### src/hw/pot_pkg.sv
// shared constants and types for the potentiometer command executor
package pot_pkg;
  localparam logic [7:0] CMD_WIPER_WRITE = 8'h00;
  localparam logic [7:0] CMD_SHUTDOWN_CLEAR = 8'h80;
  localparam logic [7:0] CMD_SHUTDOWN_HIGH_KEEP_REG = 8'h90;
  localparam logic [7:0] CMD_SHUTDOWN_HIGH_ZERO = 8'h91;
  localparam logic [7:0] CMD_SHUTDOWN_HIGH_MID = 8'h92;
  localparam logic [7:0] CMD_SHUTDOWN_HIGH_FULL = 8'h93;
  localparam logic [7:0] CMD_SHUTDOWN_LOW_KEEP_REG = 8'h88;
  localparam logic [7:0] CMD_SHUTDOWN_LOW_ZERO = 8'h89;
  localparam logic [7:0] CMD_SHUTDOWN_LOW_MID = 8'h8A;
  localparam logic [7:0] CMD_SHUTDOWN_LOW_FULL = 8'h8B;
  localparam logic [7:0] CMD_SHUTDOWN_TAP_TERMINAL = 8'h8C;
  localparam logic [7:0] CMD_CHARGE_PUMP_OFF = 8'hA0;
  localparam logic [7:0] CMD_CHARGE_PUMP_ON = 8'hA1;
  localparam logic [7:0] CMD_RESET = 8'hC0;
  localparam logic [7:0] TAP_ZERO = 8'h00;
  localparam logic [7:0] TAP_MID = 8'h80;
  localparam logic [7:0] TAP_FULL = 8'hFF;
  localparam logic [7:0] WIPER_RESET = 8'h80;
  localparam int FRAME_BITS = 16;
  localparam logic [4:0] FRAME_LAST = 5'h0F;
  // apb map
  localparam logic [11:0] ADDR_WIPER = 12'h000;
  localparam logic [11:0] ADDR_STATUS = 12'h004;
  localparam logic [11:0] ADDR_CONTROL = 12'h008;
  localparam int ST_PUMP_BIT = 0;
  localparam int ST_SD_ACTIVE_BIT = 1;
  localparam int ST_OPEN_LO_BIT = 4;
  localparam int ST_TAP_LO_BIT = 8;
  localparam int ST_FRAMES_LO_BIT = 16;
  localparam int CTL_IGNORE_BIT = 0;
  localparam logic [31:0] CONTROL_RESET = 32'h0000_0000;

  typedef enum logic [3:0] {
    SD_NONE = 4'b0000,
    SD_HIGH_KEEP = 4'b0001,
    SD_HIGH_ZERO = 4'b0010,
    SD_HIGH_MID = 4'b0011,
    SD_HIGH_FULL = 4'b0100,
    SD_LOW_KEEP = 4'b0101,
    SD_LOW_ZERO = 4'b0110,
    SD_LOW_MID = 4'b0111,
    SD_LOW_FULL = 4'b1000,
    SD_TAP_TERM = 4'b1001
  } sd_mode_t;

  typedef struct packed {
    logic open_high;
    logic open_low;
    logic open_wiper;
  } terminals_t;

  typedef struct packed {
    logic [7:0] cmd;
    logic [7:0] data;
  } frame_t;

  typedef struct packed {
    logic csn;
    logic sclk;
    logic din;
  } serial_pins_t;
endpackage : pot_pkg

### src/hw/pot_sync3.sv
// three-stage pin synchroniser with agreement filter
`timescale 1ns/1ps
module pot_sync3 (
  input wire logic i_clk,
  input wire logic i_resetn,
  input wire logic i_pin,
  output logic o_level
);
  logic s1;
  logic s2;
  logic s3;
  // first stage feeds only the second; level moves once 2 and 3 agree
  always_ff @(posedge i_clk or negedge i_resetn) begin
    if (!i_resetn) begin
      s1 <= 1'b1;
      s2 <= 1'b1;
      s3 <= 1'b1;
    end else begin
      s1 <= i_pin;
      s2 <= s1;
      s3 <= s2;
    end
  end

  wire logic agree = (s2 == s3);
  logic lvl_q;
  always_ff @(posedge i_clk or negedge i_resetn) begin
    if (!i_resetn) begin
      lvl_q <= 1'b1;
    end else if (agree) begin
      lvl_q <= s3;
    end
  end
  assign o_level = lvl_q;
endmodule : pot_sync3

### src/hw/pot_shutdown_command_exec.sv
// serial command executor for a 256-tap potentiometer, with apb view
//
// Local design decisions: the placing of the registers and the APB slave port.
`timescale 1ns/1ps
// Contract
// - shift din on sclk falls while csn low
// - wiper write stores data, moves tap
// - shutdown clear ends shutdown, pump untouched
// - high zero forces tap 0x00
// - high mid forces tap 0x80
// - high full forces tap 0xFF
// - low keep-reg opens low, tap=register
// - low zero forces tap 0x00
// - low mid forces tap 0x80
// - low full forces tap 0xFF
// - tap-terminal shutdown opens wiper, tap=register
// - forced shutdowns keep wiper register intact
// - wiper writes ignored during shutdown
// - clearing restores tap and accepts writes
// - shutdown changes never touch pump enable
// - pump on sets enable, default set
// - pump off clears enable, low power
// - reset restores defaults, cancels shutdown
module pot_shutdown_command_exec
  import pot_pkg::*;
(
  input wire logic I_CLK_SYS,
  input wire logic I_RESETN,
  input wire logic i_CSN,
  input wire logic i_SCLK,
  input wire logic i_DIN,
  input wire logic i_PSEL,
  input wire logic i_PENABLE,
  input wire logic i_PWRITE,
  input wire logic [11:0] i_PADDR,
  input wire logic [31:0] i_PWDATA,
  output logic [31:0] o_PRDATA,
  output logic o_PREADY,
  output logic o_PSLVERR,
  output logic [7:0] o_TAP,
  output logic o_OPEN_HIGH,
  output logic o_OPEN_LOW,
  output logic o_OPEN_WIPER,
  output logic o_CHARGE_PUMP_EN,
  output logic o_LOW_POWER,
  output logic o_FRAME_DONE
);

  serial_pins_t pins;
  logic csn_lvl;
  logic sclk_lvl;
  logic din_lvl;
  logic sclk_prev;

  pot_sync3 u_sync_csn (
    .i_clk(I_CLK_SYS),
    .i_resetn(I_RESETN),
    .i_pin(i_CSN),
    .o_level(csn_lvl)
  );
  pot_sync3 u_sync_sclk (
    .i_clk(I_CLK_SYS),
    .i_resetn(I_RESETN),
    .i_pin(i_SCLK),
    .o_level(sclk_lvl)
  );
  pot_sync3 u_sync_din (
    .i_clk(I_CLK_SYS),
    .i_resetn(I_RESETN),
    .i_pin(i_DIN),
    .o_level(din_lvl)
  );

  assign pins = '{csn: csn_lvl, sclk: sclk_lvl, din: din_lvl};

  always_ff @(posedge I_CLK_SYS or negedge I_RESETN) begin
    if (!I_RESETN) begin
      sclk_prev <= 1'b1;
    end else begin
      sclk_prev <= pins.sclk;
    end
  end

  // the divider-free approach relies on sclk at most 1/8 of the core clock
  wire logic sclk_fall = sclk_prev && !pins.sclk;
  wire logic cs_active = !pins.csn;
  wire logic shift_en = cs_active && sclk_fall;

  logic [15:0] shreg;
  logic [4:0] bit_cnt;
  logic frame_pulse;
  logic ignore_serial;

  // a frame cut short by csn rising is dropped, partial bits discarded
  always_ff @(posedge I_CLK_SYS or negedge I_RESETN) begin
    if (!I_RESETN) begin
      shreg <= 16'h0000;
      bit_cnt <= 5'h00;
    end else if (!cs_active) begin
      bit_cnt <= 5'h00;
    end else if (shift_en) begin
      shreg <= {shreg[14:0], pins.din};
      bit_cnt <= (bit_cnt == FRAME_LAST) ? 5'h00 : bit_cnt + 5'h01;
    end
  end

  assign frame_pulse = shift_en && (bit_cnt == FRAME_LAST) && !ignore_serial;

  frame_t frame;
  assign frame = '{cmd: shreg[14:7], data: {shreg[6:0], pins.din}};

  logic [7:0] wiper;
  sd_mode_t sd_mode;
  logic pump_en;
  logic [15:0] frame_count;

  function automatic sd_mode_t decode_sd(input logic [7:0] c);
    sd_mode_t m;
    m = SD_NONE;
    if (c == CMD_SHUTDOWN_HIGH_KEEP_REG) begin
      m = SD_HIGH_KEEP;
    end else if (c == CMD_SHUTDOWN_HIGH_ZERO) begin
      m = SD_HIGH_ZERO;
    end else if (c == CMD_SHUTDOWN_HIGH_MID) begin
      m = SD_HIGH_MID;
    end else if (c == CMD_SHUTDOWN_HIGH_FULL) begin
      m = SD_HIGH_FULL;
    end else if (c == CMD_SHUTDOWN_LOW_KEEP_REG) begin
      m = SD_LOW_KEEP;
    end else if (c == CMD_SHUTDOWN_LOW_ZERO) begin
      m = SD_LOW_ZERO;
    end else if (c == CMD_SHUTDOWN_LOW_MID) begin
      m = SD_LOW_MID;
    end else if (c == CMD_SHUTDOWN_LOW_FULL) begin
      m = SD_LOW_FULL;
    end else if (c == CMD_SHUTDOWN_TAP_TERMINAL) begin
      m = SD_TAP_TERM;
    end
    return m;
  endfunction : decode_sd

  wire logic is_wiper_cmd = frame.cmd == CMD_WIPER_WRITE;
  wire logic is_clear_cmd = frame.cmd == CMD_SHUTDOWN_CLEAR;
  wire logic is_reset_cmd = frame.cmd == CMD_RESET;
  wire logic is_pump_on = frame.cmd == CMD_CHARGE_PUMP_ON;
  wire logic is_pump_off = frame.cmd == CMD_CHARGE_PUMP_OFF;
  wire sd_mode_t sd_req = decode_sd(frame.cmd);
  wire logic in_shutdown = sd_mode != SD_NONE;

  logic [7:0] next_wiper;
  sd_mode_t next_sd_mode;
  logic next_pump_en;

  always_comb begin
    next_wiper = wiper;
    next_sd_mode = sd_mode;
    next_pump_en = pump_en;
    if (frame_pulse) begin
      if (is_reset_cmd) begin
        next_wiper = WIPER_RESET;
        next_sd_mode = SD_NONE;
        next_pump_en = 1'b1;
      end else if (is_wiper_cmd) begin
        if (!in_shutdown) begin
          next_wiper = frame.data;
        end
      end else if (is_clear_cmd) begin
        next_sd_mode = SD_NONE;
      end else if (is_pump_on) begin
        next_pump_en = 1'b1;
      end else if (is_pump_off) begin
        next_pump_en = 1'b0;
      end else if (sd_req != SD_NONE) begin
        next_sd_mode = sd_req;
      end
    end
  end

  always_ff @(posedge I_CLK_SYS or negedge I_RESETN) begin
    if (!I_RESETN) begin
      wiper <= WIPER_RESET;
      sd_mode <= SD_NONE;
      pump_en <= 1'b1;
      frame_count <= 16'h0000;
    end else begin
      wiper <= next_wiper;
      sd_mode <= next_sd_mode;
      pump_en <= next_pump_en;
      if (frame_pulse) begin
        frame_count <= frame_count + 16'h0001;
      end
    end
  end

  // tap position and opened terminal follow the shutdown mode
  logic [7:0] next_tap;
  terminals_t next_term;
  always_comb begin
    next_tap = wiper;
    next_term = '{open_high: 1'b0, open_low: 1'b0, open_wiper: 1'b0};
    case (sd_mode)
      SD_HIGH_KEEP: begin
        next_term.open_high = 1'b1;
      end
      SD_HIGH_ZERO: begin
        next_tap = TAP_ZERO;
        next_term.open_high = 1'b1;
      end
      SD_HIGH_MID: begin
        next_tap = TAP_MID;
        next_term.open_high = 1'b1;
      end
      SD_HIGH_FULL: begin
        next_tap = TAP_FULL;
        next_term.open_high = 1'b1;
      end
      SD_LOW_KEEP: begin
        next_term.open_low = 1'b1;
      end
      SD_LOW_ZERO: begin
        next_tap = TAP_ZERO;
        next_term.open_low = 1'b1;
      end
      SD_LOW_MID: begin
        next_tap = TAP_MID;
        next_term.open_low = 1'b1;
      end
      SD_LOW_FULL: begin
        next_tap = TAP_FULL;
        next_term.open_low = 1'b1;
      end
      SD_TAP_TERM: begin
        next_term.open_wiper = 1'b1;
      end
      default: begin
        next_tap = wiper;
      end
    endcase
  end

  terminals_t term;
  logic [7:0] tap;
  logic done_q;
  always_ff @(posedge I_CLK_SYS or negedge I_RESETN) begin
    if (!I_RESETN) begin
      tap <= WIPER_RESET;
      term <= '{open_high: 1'b0, open_low: 1'b0, open_wiper: 1'b0};
      done_q <= 1'b0;
    end else begin
      tap <= next_tap;
      term <= next_term;
      done_q <= frame_pulse;
    end
  end

  assign o_TAP = tap;
  assign o_OPEN_HIGH = term.open_high;
  assign o_OPEN_LOW = term.open_low;
  assign o_OPEN_WIPER = term.open_wiper;
  assign o_CHARGE_PUMP_EN = pump_en;
  assign o_LOW_POWER = !pump_en;
  assign o_FRAME_DONE = done_q;

  // apb slave: zero wait states, unmapped reads zero with pslverr
  logic [31:0] control;
  logic [31:0] prdata;
  wire logic apb_access = i_PSEL && i_PENABLE;
  wire logic hit_wiper = i_PADDR == ADDR_WIPER;
  wire logic hit_status = i_PADDR == ADDR_STATUS;
  wire logic hit_control = i_PADDR == ADDR_CONTROL;
  wire logic hit_any = hit_wiper || hit_status || hit_control;
  wire logic [31:0] status_word = {frame_count, tap, 1'b0,
    term.open_high, term.open_low, term.open_wiper,
    2'b00, in_shutdown, pump_en};
  wire logic [31:0] read_mux = hit_wiper ? {24'h000000, wiper} :
    hit_status ? status_word : hit_control ? control : 32'h0000_0000;

  assign ignore_serial = control[CTL_IGNORE_BIT];

  always_ff @(posedge I_CLK_SYS or negedge I_RESETN) begin
    if (!I_RESETN) begin
      control <= CONTROL_RESET;
      prdata <= 32'h0000_0000;
    end else begin
      if (apb_access && i_PWRITE && hit_control) begin
        control <= {31'h00000000, i_PWDATA[CTL_IGNORE_BIT]};
      end
      if (i_PSEL && !i_PENABLE && !i_PWRITE) begin
        prdata <= read_mux;
      end
    end
  end

  assign o_PRDATA = prdata;
  assign o_PREADY = i_PSEL && i_PENABLE;
  assign o_PSLVERR = apb_access && !hit_any;
endmodule : pot_shutdown_command_exec

### config.mk
export PLATFORM = sky130hd
export DESIGN_NAME = pot_shutdown_command_exec
export DESIGN_NICKNAME = d
export VERILOG_FILES = /design/src/hw/pot_pkg.sv /design/src/hw/pot_sync3.sv /design/src/hw/pot_shutdown_command_exec.sv
export SDC_FILE = /design/constraint.sdc
export NUM_CORES = 1
export LEC_CHECK = 0
export ABC_AREA = 1
export BUFFER_PORTS_ARGS = -buffer_cell sky130_fd_sc_hd__clkbuf_2
export CAP_MARGIN = 20
export CORE_AREA = 3 3 84 166
export CTS_CLUSTER_SIZE = 14
export DETAILED_ROUTE_END_ITERATION = 10
export DIE_AREA = 0 0 87 169
export GPL_ROUTABILITY_DRIVEN = 1
export SYNTH_ARGS = -nofsm -noshare
export SYNTH_HDL_FRONTEND = slang
export SYNTH_SLANG_ARGS = --single-unit
### constraint.sdc
create_clock -name I_CLK_SYS -period 1.8 [get_ports I_CLK_SYS]
set_clock_uncertainty 0.15 [all_clocks]
set_input_delay 0 -clock I_CLK_SYS [delete_from_list [all_inputs] [get_ports I_CLK_SYS]]
set_output_delay 0 -clock I_CLK_SYS [all_outputs]
set_load 0.02 [all_outputs]
Word level (Yosys, flattened, before mapping)
Cells that the tools add are included.
Storage, ports and cells
  register bits: 107
  input bits: 52
  logic and storage cells: 131
  output and inout port bits: 48
Operators by class
  add/subtract/negate cells: 2
  equality and inequality tests: 33
  multiplexer cells: 33
  reductions and logical operators: 36
  bitwise logic cells: 1
Operators by type and width (number)
  equality test 8 bit (second input constant): 13
  two-way mux 32 bit: 2
  two-way mux 4 bit: 15
  two-way mux 8 bit: 3
  case mux 8 bit (3 select lines): 1
  adder 16 x 1 -> 16 bit (second input constant): 1
  equality test 4 x 3 -> 1 bit (second input constant): 4
  two-way mux 5 bit: 3
  equality test 12 x 3 -> 1 bit (second input constant): 1
  equality test 12 x 4 -> 1 bit (second input constant): 1
  zero test 12 bit: 1
  logical AND 1 bit: 10
  two-way mux 1 bit: 9
  equality test 4 x 2 -> 1 bit (second input constant): 2
  equality test 4 bit (second input constant): 2
  zero test 8 bit: 1
  nonzero test 4 bit: 2
  OR reduction 4 bit: 2
  zero test 1 bit: 7
  inequality test 3 bit (second input constant): 2
  nonzero test 3 bit: 2
  OR reduction 2 bit: 3
  adder 5 x 1 -> 5 bit (second input constant): 1
  equality test 5 x 4 -> 1 bit (second input constant): 1
  other kinds (11): 16

Logic depth before layout (Yosys ltp)
Gate-level depths: netlist of the first run.
  word-level depth: 17
  depth in mapped cells: 11
  mapped depth without buffers: 11

By module
Synthesis of the first run repeated with hierarchy kept, for this count alone.
Unflattened totals
  cell total of the unflattened synthesis: 534
  area, all modules: 4732.0 um^2
By module, submodules not included
  pot_shutdown_command_exec: cells an instance 510, area an instance 4367.9 um^2, times used 1, sequential area each 2382.3 um^2
  pot_sync3: cells an instance 8, area an instance 121.4 um^2, times used 3, sequential area each 105.1 um^2

Worst setup path after synthesis of the first run
No wires, ideal clock.
  path kind: register -> register
  start point: register bit_cnt[0]
  end point: register frame_count[9]
  period minus slack after synthesis: 1.753 ns
  arrival time: 1.481 ns
  required time: 1.529 ns
  buffers on the path: 0
  setup slack: 0.047 ns
  stages on the path, launching flop included: 8
  path through: dfrtp_1 > ha_1 > nand4_4 > nor3_4 > nand4_1 > nor2_1 > nand2_1 > xor2_1
Between the ends
  cells in the longest elaborated chain, start to end: 3
RTL lines
  start: declaration: line pot_shutdown_command_exec.sv:90  | logic [4:0] bit_cnt;
  start signal: assignment: line pot_shutdown_command_exec.sv:103  | bit_cnt <= (bit_cnt == FRAME_LAST) ? 5'h00 : bit_cnt + 5'h01;
  equality test 5 x 4 -> 1 bit: line pot_shutdown_command_exec.sv:107  | assign frame_pulse = shift_en && (bit_cnt == FRAME_LAST) && !ignore_serial;
  logical AND 1 bit (2 in a row): line pot_shutdown_command_exec.sv:107
  end signal: assignment: line pot_shutdown_command_exec.sv:190  | frame_count <= frame_count + 16'h0001;
  end: declaration: line pot_shutdown_command_exec.sv:115  | logic [15:0] frame_count;
No other way between the ends.
A chain may end at the register's enable or synchronous reset.

Worst setup path after layout of the first run
  start point: register sclk_prev
  end point: register frame_count[7]
Between the ends
  cells in the longest elaborated chain, start to end: 4
RTL lines
  start: declaration: line pot_shutdown_command_exec.sv:53  | logic sclk_prev;
  start signal: assignment: line pot_shutdown_command_exec.sv:80  | sclk_prev <= pins.sclk;
  logical AND 1 bit: line pot_shutdown_command_exec.sv:85  | wire logic sclk_fall = sclk_prev && !pins.sclk;
  logical AND 1 bit: line pot_shutdown_command_exec.sv:87  | wire logic shift_en = cs_active && sclk_fall;
  logical AND 1 bit (2 in a row): line pot_shutdown_command_exec.sv:107
No other way between the ends.

==> run summary, run 1 <==
========================================================================================
Outcome ................................................................... finished, final reports clean
CTS H-tree lvls ...........................................................            3
Leak pwr ..................................................................   0.00295 µW
Total length of routed wires ..............................................      10.6 mm
Buffer cell driving the clock tree root ...................................    clkbuf_16
Arrival time of data at the critical path endpoint ........................      1.88 ns
Wire length of the first global-routing pass ..............................      17.8 mm
Synth-to-Final Area Change ................................................        23.7%
Remaining DRCs ............................................................            0
Via density per instance ..................................................         4.85
Cell Chain, Critical Path ................................................. nand3_4 -> nor3_4 -> nand4_1 -> nor2_1 -> buf_4 -> xor2_1
Metal-1 WL ................................................................      4.18 mm
Cell type contributing the most total cell area after synthesis ...........      dfrtp_1
Latest clock arrival within the worst-skew pair ...........................      0.34 ns
Cell count after synthesis ................................................          543
EDFF count, synth .........................................................            0
Starting utilization of the core area .....................................        0.373
Ratio of cells with drive above 1 in the final layout .....................        0.245
Upper clock frequency limit ...............................................      565 MHz
Ranking of synthesized cells by area ...................................... dfrtp_1 47%, nand2_1 13%, dfstp_2 8.7%
Slowest CP cell ...........................................................      dfstp_2
Average footprint of a synthesized cell ...................................     8.87 µm²
Largest stage delay on the critical path ..................................      0.56 ns
Net Count, Synth ..........................................................          597
Portion of the clock cycle consumed by the worst path in the final layout .        0.983
Final critical delay including setup and external delays ..................      1.77 ns
Distinct cell type count of the synthesized netlist .......................           35
Post-layout nets ..........................................................          695
Chip Height ...............................................................       169 µm
Routed wl met3 ............................................................       405 µm
Power density normalized to cell area .....................................   859 nW/µm²
Weighted congestion reported at the end of routability-driven placement ...        0.913
Endpoint required time on the critical path ...............................      1.91 ns
Number of antenna violations at the first check in global routing .........            0
Deepest clock path buffer count ...........................................            2
Vias ......................................................................         3872
Share of the synthesized area in the top cell type ........................        0.473
Row cnt ...................................................................           59
TritonCTS clock tree ......................................................        built
Width of the die ..........................................................        87 µm
Maximum fanout encountered on the critical timing path ....................            4
Clock slew at the register clock pins of the worst setup and hold paths ...      0.07 ns
Pre-CTS setup slack .......................................................   -0.0305 ns
Worst setup slack after layout ............................................    0.0309 ns
Leading register cell type out of synthesis ...............................      dfrtp_1
IR Drop Worst-Case VDD ....................................................       655 µV
Maximum number of pins on one net before global-route repair ..............           41
Routed wire length on met2 ................................................      5.71 mm
Final antenna diode count .................................................            0
Number of maximum-capacitance violations ..................................            0
Endpoint type of the worst setup path .....................................         flop
Setup CP Type ............................................................. flop to flop
Number of global-route vias before repair .................................         3810
Highest metal layer used by the detailed router ...........................         met4
Top-level port count ......................................................          100
Overall power after layout ................................................      5120 µW
Average wire length per cell after detail routing .........................      13.2 µm
Number of synthesized register bits .......................................          107
Type of element launching the critical path ...............................         flop
Mapped cell area ..........................................................     4820 µm²
Clock sink count ..........................................................          107
Class of the most critical hold timing path ............................... input port to flop
Detail Route Antenna Nets .................................................            0
Port-buffer cells .........................................................           68
Seq/Total Area, Yosys .....................................................        0.560
Pin slew with the least headroom to its limit .............................     0.724 ns
Setup repair after global routing missed its margin .......................          yes
DPL Wire Length ...........................................................      7.97 mm
Core box area .............................................................    12900 µm²
Async set-reset flop share out of synthesis ...............................         1.00
Relative slew slack .......................................................        0.517
Area enclosed by the die boundary .........................................    14700 µm²
CTS Buf Count .............................................................            9
Final hold vios ...........................................................            0
Total routing usage reported by global routing ............................        0.151
Final count of negative-setup-slack endpoints .............................            0
Number of detailed-route iterations in the first pass .....................            4
Global-route congestion overflow total ....................................            0
Yosys Warn Count ..........................................................            0
Number of slew-limit violations in the final report .......................            0
Number of DRC markers after the initial detailed-route iteration ..........          159
========================================================================================
[cell families (layout without fill, tap and decap cells)]
family	Yosys count	count (layout)	synth area share
xor+xnor	17	17	0.0309
fa+ha+maj	5	5	0.0114
flops	107	107	0.560
simple gates	290	291	0.270
mux	1	1	0.00234
compound gates	60	60	0.0733
buf+inv	63	165	0.0514
[synth_stat cells, types with 4 or more instances]
cell	n
nand2_1	171
dfrtp_1	91
inv_1	47
nand3_1	41
nor2_1	41
o21ai_0	29
dfstp_2	16
xor2_1	16
o31ai_1	12
clkbuf_1	9
nor3_1	9
nand4_1	8
o21ai_1	8
nor2_2	5
nand2_2	4
o21a_1	4
[sequential cells by signal, summed over array words and instances, names as in the netlist, 4 cells and up]
signal / flops
bit_cnt: 5
frame_count: 16
o_PRDATA: 32
o_TAP: 8
sd_mode: 4
shreg: 15
wiper: 8
[cell type report]
type                            count  area [µm²]
Fill cell                        1241        6960
Sequential cell                   107        2700
Multi-Input combinational cell    374        1970
Timing Repair Buffer              100         627
Clock buffer                       12         236
Tap cell                          152         190
Inverter                           49         184
Clock inverter                      4        52.6
[metrics by stage]
stage / hold slack (ns) / instance area, µm² / utilization / cells / TNS (ns)
finish: 0.0318 / 5960 / 0.461 / 798 / 0
global route: 0.0658 / 5960 / 0.461 / 798 / -0.543
CTS: 0.0282 / 5850 / 0.453 / 793 / 0
detailed placement: -0.130 / 5480 / 0.424 / 771 / -0.0885
global placement: -0.142 / 5480 / 0.424 / 771 / 0
floorplan: -0.446 / 4820 / - / 543 / 0
[power by group]
group          internal [µW]  switching (µW)  total, µW
clock                   1090             841       1930
combinational            203             353        556
sequential              2540            94.7       2630
total                   3830            1290       5120
[what timing repair did]
action                     CTS  global route
hold endpoints to repair    99             0
cloned                       0             1
setup endpoints to repair    5            26
buffers inserted             0             4
pin swaps                    5            10
hold buffers                 6             0
resized for setup            6            16
[worst max-delay path: cells and delay by family (launching register included)]
kind	cells	cell delay, ns
AND/OR/NAND/NOR	4	0.73
flip-flops	1	0.56
buffers and inverters	1	0.13
XOR/XNOR	1	0.13
[cells in the final DEF, fill, tap and decap left out, types with 4 or more instances in the layout]
cell / instances
buf_4: 24
clkbuf_16: 9
clkbuf_2: 67
dfrtp_1: 89
dfstp_2: 16
dlygate4sd3_1: 6
inv_1: 46
nand2_1: 169
nand2_2: 4
nand3_1: 41
nand4_1: 8
nor2_1: 39
nor2_2: 4
nor2_4: 4
nor3_1: 7
o21a_1: 4
o21ai_0: 29
o21ai_1: 8
o31ai_1: 12
xor2_1: 16
[metal layers]
metal,global-route usage,up-vias
li1,-,1943
met1,0.175,1830
met2,0.269,84
met3,0.0234,15
met4,0.0638,0
met5,0,-
[path summary, 6_finish.rpt]
kind / from / endpoint / slack (ns) / depth (start not counted)
worst min register to register: u_sync_sclk.s1 / u_sync_sclk.s2 / 0.21 / 0
max in group asynchronous: I_RESETN / sclk_prev / 0.77 / 3
worst max-delay path: sclk_prev / frame_count[7] / 0.03 / 6
worst max register to register: sclk_prev / frame_count[7] / 0.03 / 6
min in group asynchronous: I_RESETN / o_PRDATA[10] / 0.05 / 2
worst min-delay path: i_PENABLE / o_PRDATA[0] / 0.03 / 5
Note: power is estimated with default switching activity, not from simulation.
==> run 2: changes to the inputs <==
--- a/config.mk
+++ b/config.mk
@@ -13,6 +13,7 @@
 export DETAILED_ROUTE_END_ITERATION = 10
 export DIE_AREA = 0 0 87 169
 export GPL_ROUTABILITY_DRIVEN = 1
+export PLACE_DENSITY = 0.65
 export SYNTH_ARGS = -nofsm -noshare
 export SYNTH_HDL_FRONTEND = slang
 export SYNTH_SLANG_ARGS = --single-unit
==> run summary, run 2 (synthesis results as in run 1) <==
========================================================================================
Chip Height ...............................................................       169 µm   unchanged
Number of DRC markers after the initial detailed-route iteration ..........          273   +72%
Most used cell along the critical path ....................................      nand2_1
Weighted congestion reported at the end of routability-driven placement ...        0.890   -2.5%
Endpoint type of the worst setup path .....................................         flop
Reg-to-reg critical path endpoint .........................................   sd_mode[0]
Commonest non-fill, non-tap cell in the layout ............................      nand2_1
Synth-to-Final Area Change ................................................        26.4%
Width of the die ..........................................................        87 µm   unchanged
Clock sink count ..........................................................          107   unchanged
Worst Reg-to-Reg Cells ....................................................            8   +2
# fillers .................................................................         1214   -2.2%
Leak pwr ..................................................................   0.00300 µW   +1.6%
CTS H-tree lvls ...........................................................            3   unchanged
Number of global-route vias before repair .................................         3945   +3.5%
Setup CP Type ............................................................. flop to flop
Outcome ................................................................... finished with violations
Via density per instance ..................................................         4.93   +1.6%
Wire length of the first global-routing pass ..............................      18.6 mm   +4.7%
Power density normalized to cell area .....................................   850 nW/µm²   -1.1%
Violations in the final reports ........................................... setup timing
Cell Chain, Critical Path ................................................. nor2_4 -> nand2_1 -> inv_2 -> nand4_4 -> o21ai_0 -> nand3_2 -> nand3_1 -> nand2_1
Setup repair after global routing missed its margin .......................          yes
Upper clock frequency limit ...............................................      553 MHz   -2.2%
Endpoint required time on the critical path ...............................      1.88 ns   -0.03 ns
Placed Area ...............................................................     5460 µm²   -0.23%
Latest clock arrival within the worst-skew pair ...........................      0.34 ns   about the same
Remaining DRCs ............................................................            0   unchanged
Number of detailed-route iterations in the first pass .....................            4   unchanged
Launch point of the worst hold path .......................................   i_PADDR[3]
Row cnt ...................................................................           59   unchanged
Most frequent cells in the layout ......................................... 167 x nand2_1, 86 x dfrtp_1, 67 x clkbuf_2
DPL Wire Length ...........................................................      8.18 mm   +2.6%
Total Negative Setup Slacks ...............................................   -0.0100 ns   -0.0100 ns
Pin slew with the least headroom to its limit .............................     0.401 ns   -0.323 ns
Port-buffer cells .........................................................           68   unchanged
Number of antenna violations at the first check in global routing .........            0   unchanged
Count of cells along the worst hold path ..................................            7   +2
Average wire length per cell after detail routing .........................      14.2 µm   +7.1%
Final instance area .......................................................     6090 µm²   +2.1%
Total length of routed wires ..............................................      11.4 mm   +8.0%
Relative slew slack .......................................................        0.731   +0.214
Vias ......................................................................         3968   +2.5%
TritonCTS clock tree ......................................................        built
Worst setup slack after layout ............................................  -0.00959 ns   -0.0405 ns
Top-level port count ......................................................          100   unchanged
Detail Route Antenna Nets .................................................            0   unchanged
Number of maximum-capacitance violations ..................................            0   unchanged
Class of the most critical hold timing path ............................... input port to flop
Max reg flops .............................................................           32   unchanged
Launching element of the worst setup path .................................    shreg[10]
Deepest clock path buffer count ...........................................            2   unchanged
Ratio of cells with drive above 1 in the final layout .....................        0.282   +0.0372
Post-layout nets ..........................................................          702   +1.0%
Area enclosed by the die boundary .........................................    14700 µm²   unchanged
Final antenna diode count .................................................            0   unchanged
Buffer cell driving the clock tree root ...................................    clkbuf_16
Starting utilization of the core area .....................................        0.373   unchanged
Final hold vios ...........................................................            0   unchanged
Slowest CP cell ...........................................................      dfrtp_2
IR Drop Worst-Case VDD ....................................................       666 µV   +1.7%
Final count of negative-setup-slack endpoints .............................            2   +2
Portion of the clock cycle consumed by the worst path in the final layout .         1.01   +0.0225
Maximum fanout encountered on the critical timing path ....................            5   +1
CTS Buf Count .............................................................            9   unchanged
Final critical delay including setup and external delays ..................      1.81 ns   +0.0405 ns
Type of element launching the critical path ...............................         flop
Core box area .............................................................    12900 µm²   unchanged
Arrival time of data at the critical path endpoint ........................      1.89 ns   about the same
Global-route congestion overflow total ....................................            0   unchanged
Number of slew-limit violations in the final report .......................            0   unchanged
Clock slew at the register clock pins of the worst setup and hold paths ...      0.07 ns   about the same
Maximum number of pins on one net before global-route repair ..............           56   +37%
Worst-case register-to-register setup slack ...............................     -0.01 ns   -0.04 ns
Total routing usage reported by global routing ............................        0.158   +0.00716
Reg-to-reg critical path startpoint .......................................    shreg[10]
End of the worst hold path ................................................  o_PRDATA[0]
Largest stage delay on the critical path ..................................      0.44 ns   -0.12 ns
Share of the core filled with cells .......................................        0.471   +0.00988
========================================================================================
-- run 2: timing repair --
| action | in CTS | in global routing |
|---|---|---|
| pin swaps | 3 | 9 |
| hold endpoints to repair | 97 | 0 |
| hold buffers | 7 | 0 |
| endpoints found under the setup margin | 11 | 22 |
| gates cloned | 0 | 2 |
| buffers inserted | 3 | 6 |
| gates resized for setup | 5 | 38 |
-- run 2: layout make-up --
cell class | count | area, µm² | share of cell area
multi-input cells | 374 | 2020 | 0.331
clock inverters | 5 | 45.0 | 0.00740
well taps | 152 | 190 | 0.0312
flip-flops and latches | 107 | 2700 | 0.444
clock buffers | 11 | 253 | 0.0415
repair inverters | 1 | 7.51 | 0.00123
inverters | 49 | 190 | 0.0312
repair buffers | 106 | 679 | 0.112
-- run 2: routing by layer --
layer,routed length (µm),up-vias,share of wire,GRT usage
li1,-,1967,-,-
met2,6180,89,0.54,0.286
met5,0,-,0,0
met1,4510,1893,0.39,0.183
met4,353,0,0.031,0.0556
met3,375,19,0.033,0.0273
-- run 2: how the worst max path moves through the flow --
| stage | cells past startpoint | slack (ns) | end |
|---|---|---|---|
| after global routing | 8 | -0.13 | sd_mode[0] |
| after floorplan | 7 | 0.05 | frame_count[9] |
| final | 8 | -0.01 | sd_mode[0] |
| after global placement | 9 | 0.02 | frame_count[8] |
| after detailed placement | 9 | -0.06 | frame_count[8] |
| after CTS | 9 | 0.004 | frame_count[8] |
-- run 2: critical path: cells and delay by family (launching register included) --
family	cells	cell delay (ns)
flip-flops	1	0.44
AND/OR/NAND/NOR	6	0.81
AO/OA/AOI/OAI	1	0.19
buffers and inverters	1	0.11
-- run 2: metrics by stage --
stage	hold slack, ns	worst slack, ns	power, µW	cells
after floorplan	-0.446	0.0471	2940	543
after global placement	-0.199	0.0186	3150	771
after detailed placement	-0.192	-0.0562	3170	771
after CTS	0.0237	0.00433	5140	797
after global routing	0.0547	-0.126	5420	805
final	0.0337	-0.00959	5170	805
-- run 2: where the power goes --
group          leakage, µW  switching (µW)  internal (µW)  total [µW]
clock network     0.000144             914           1040        1950
logic              0.00144             376            213         590
registers          0.00142            95.9           2540        2630
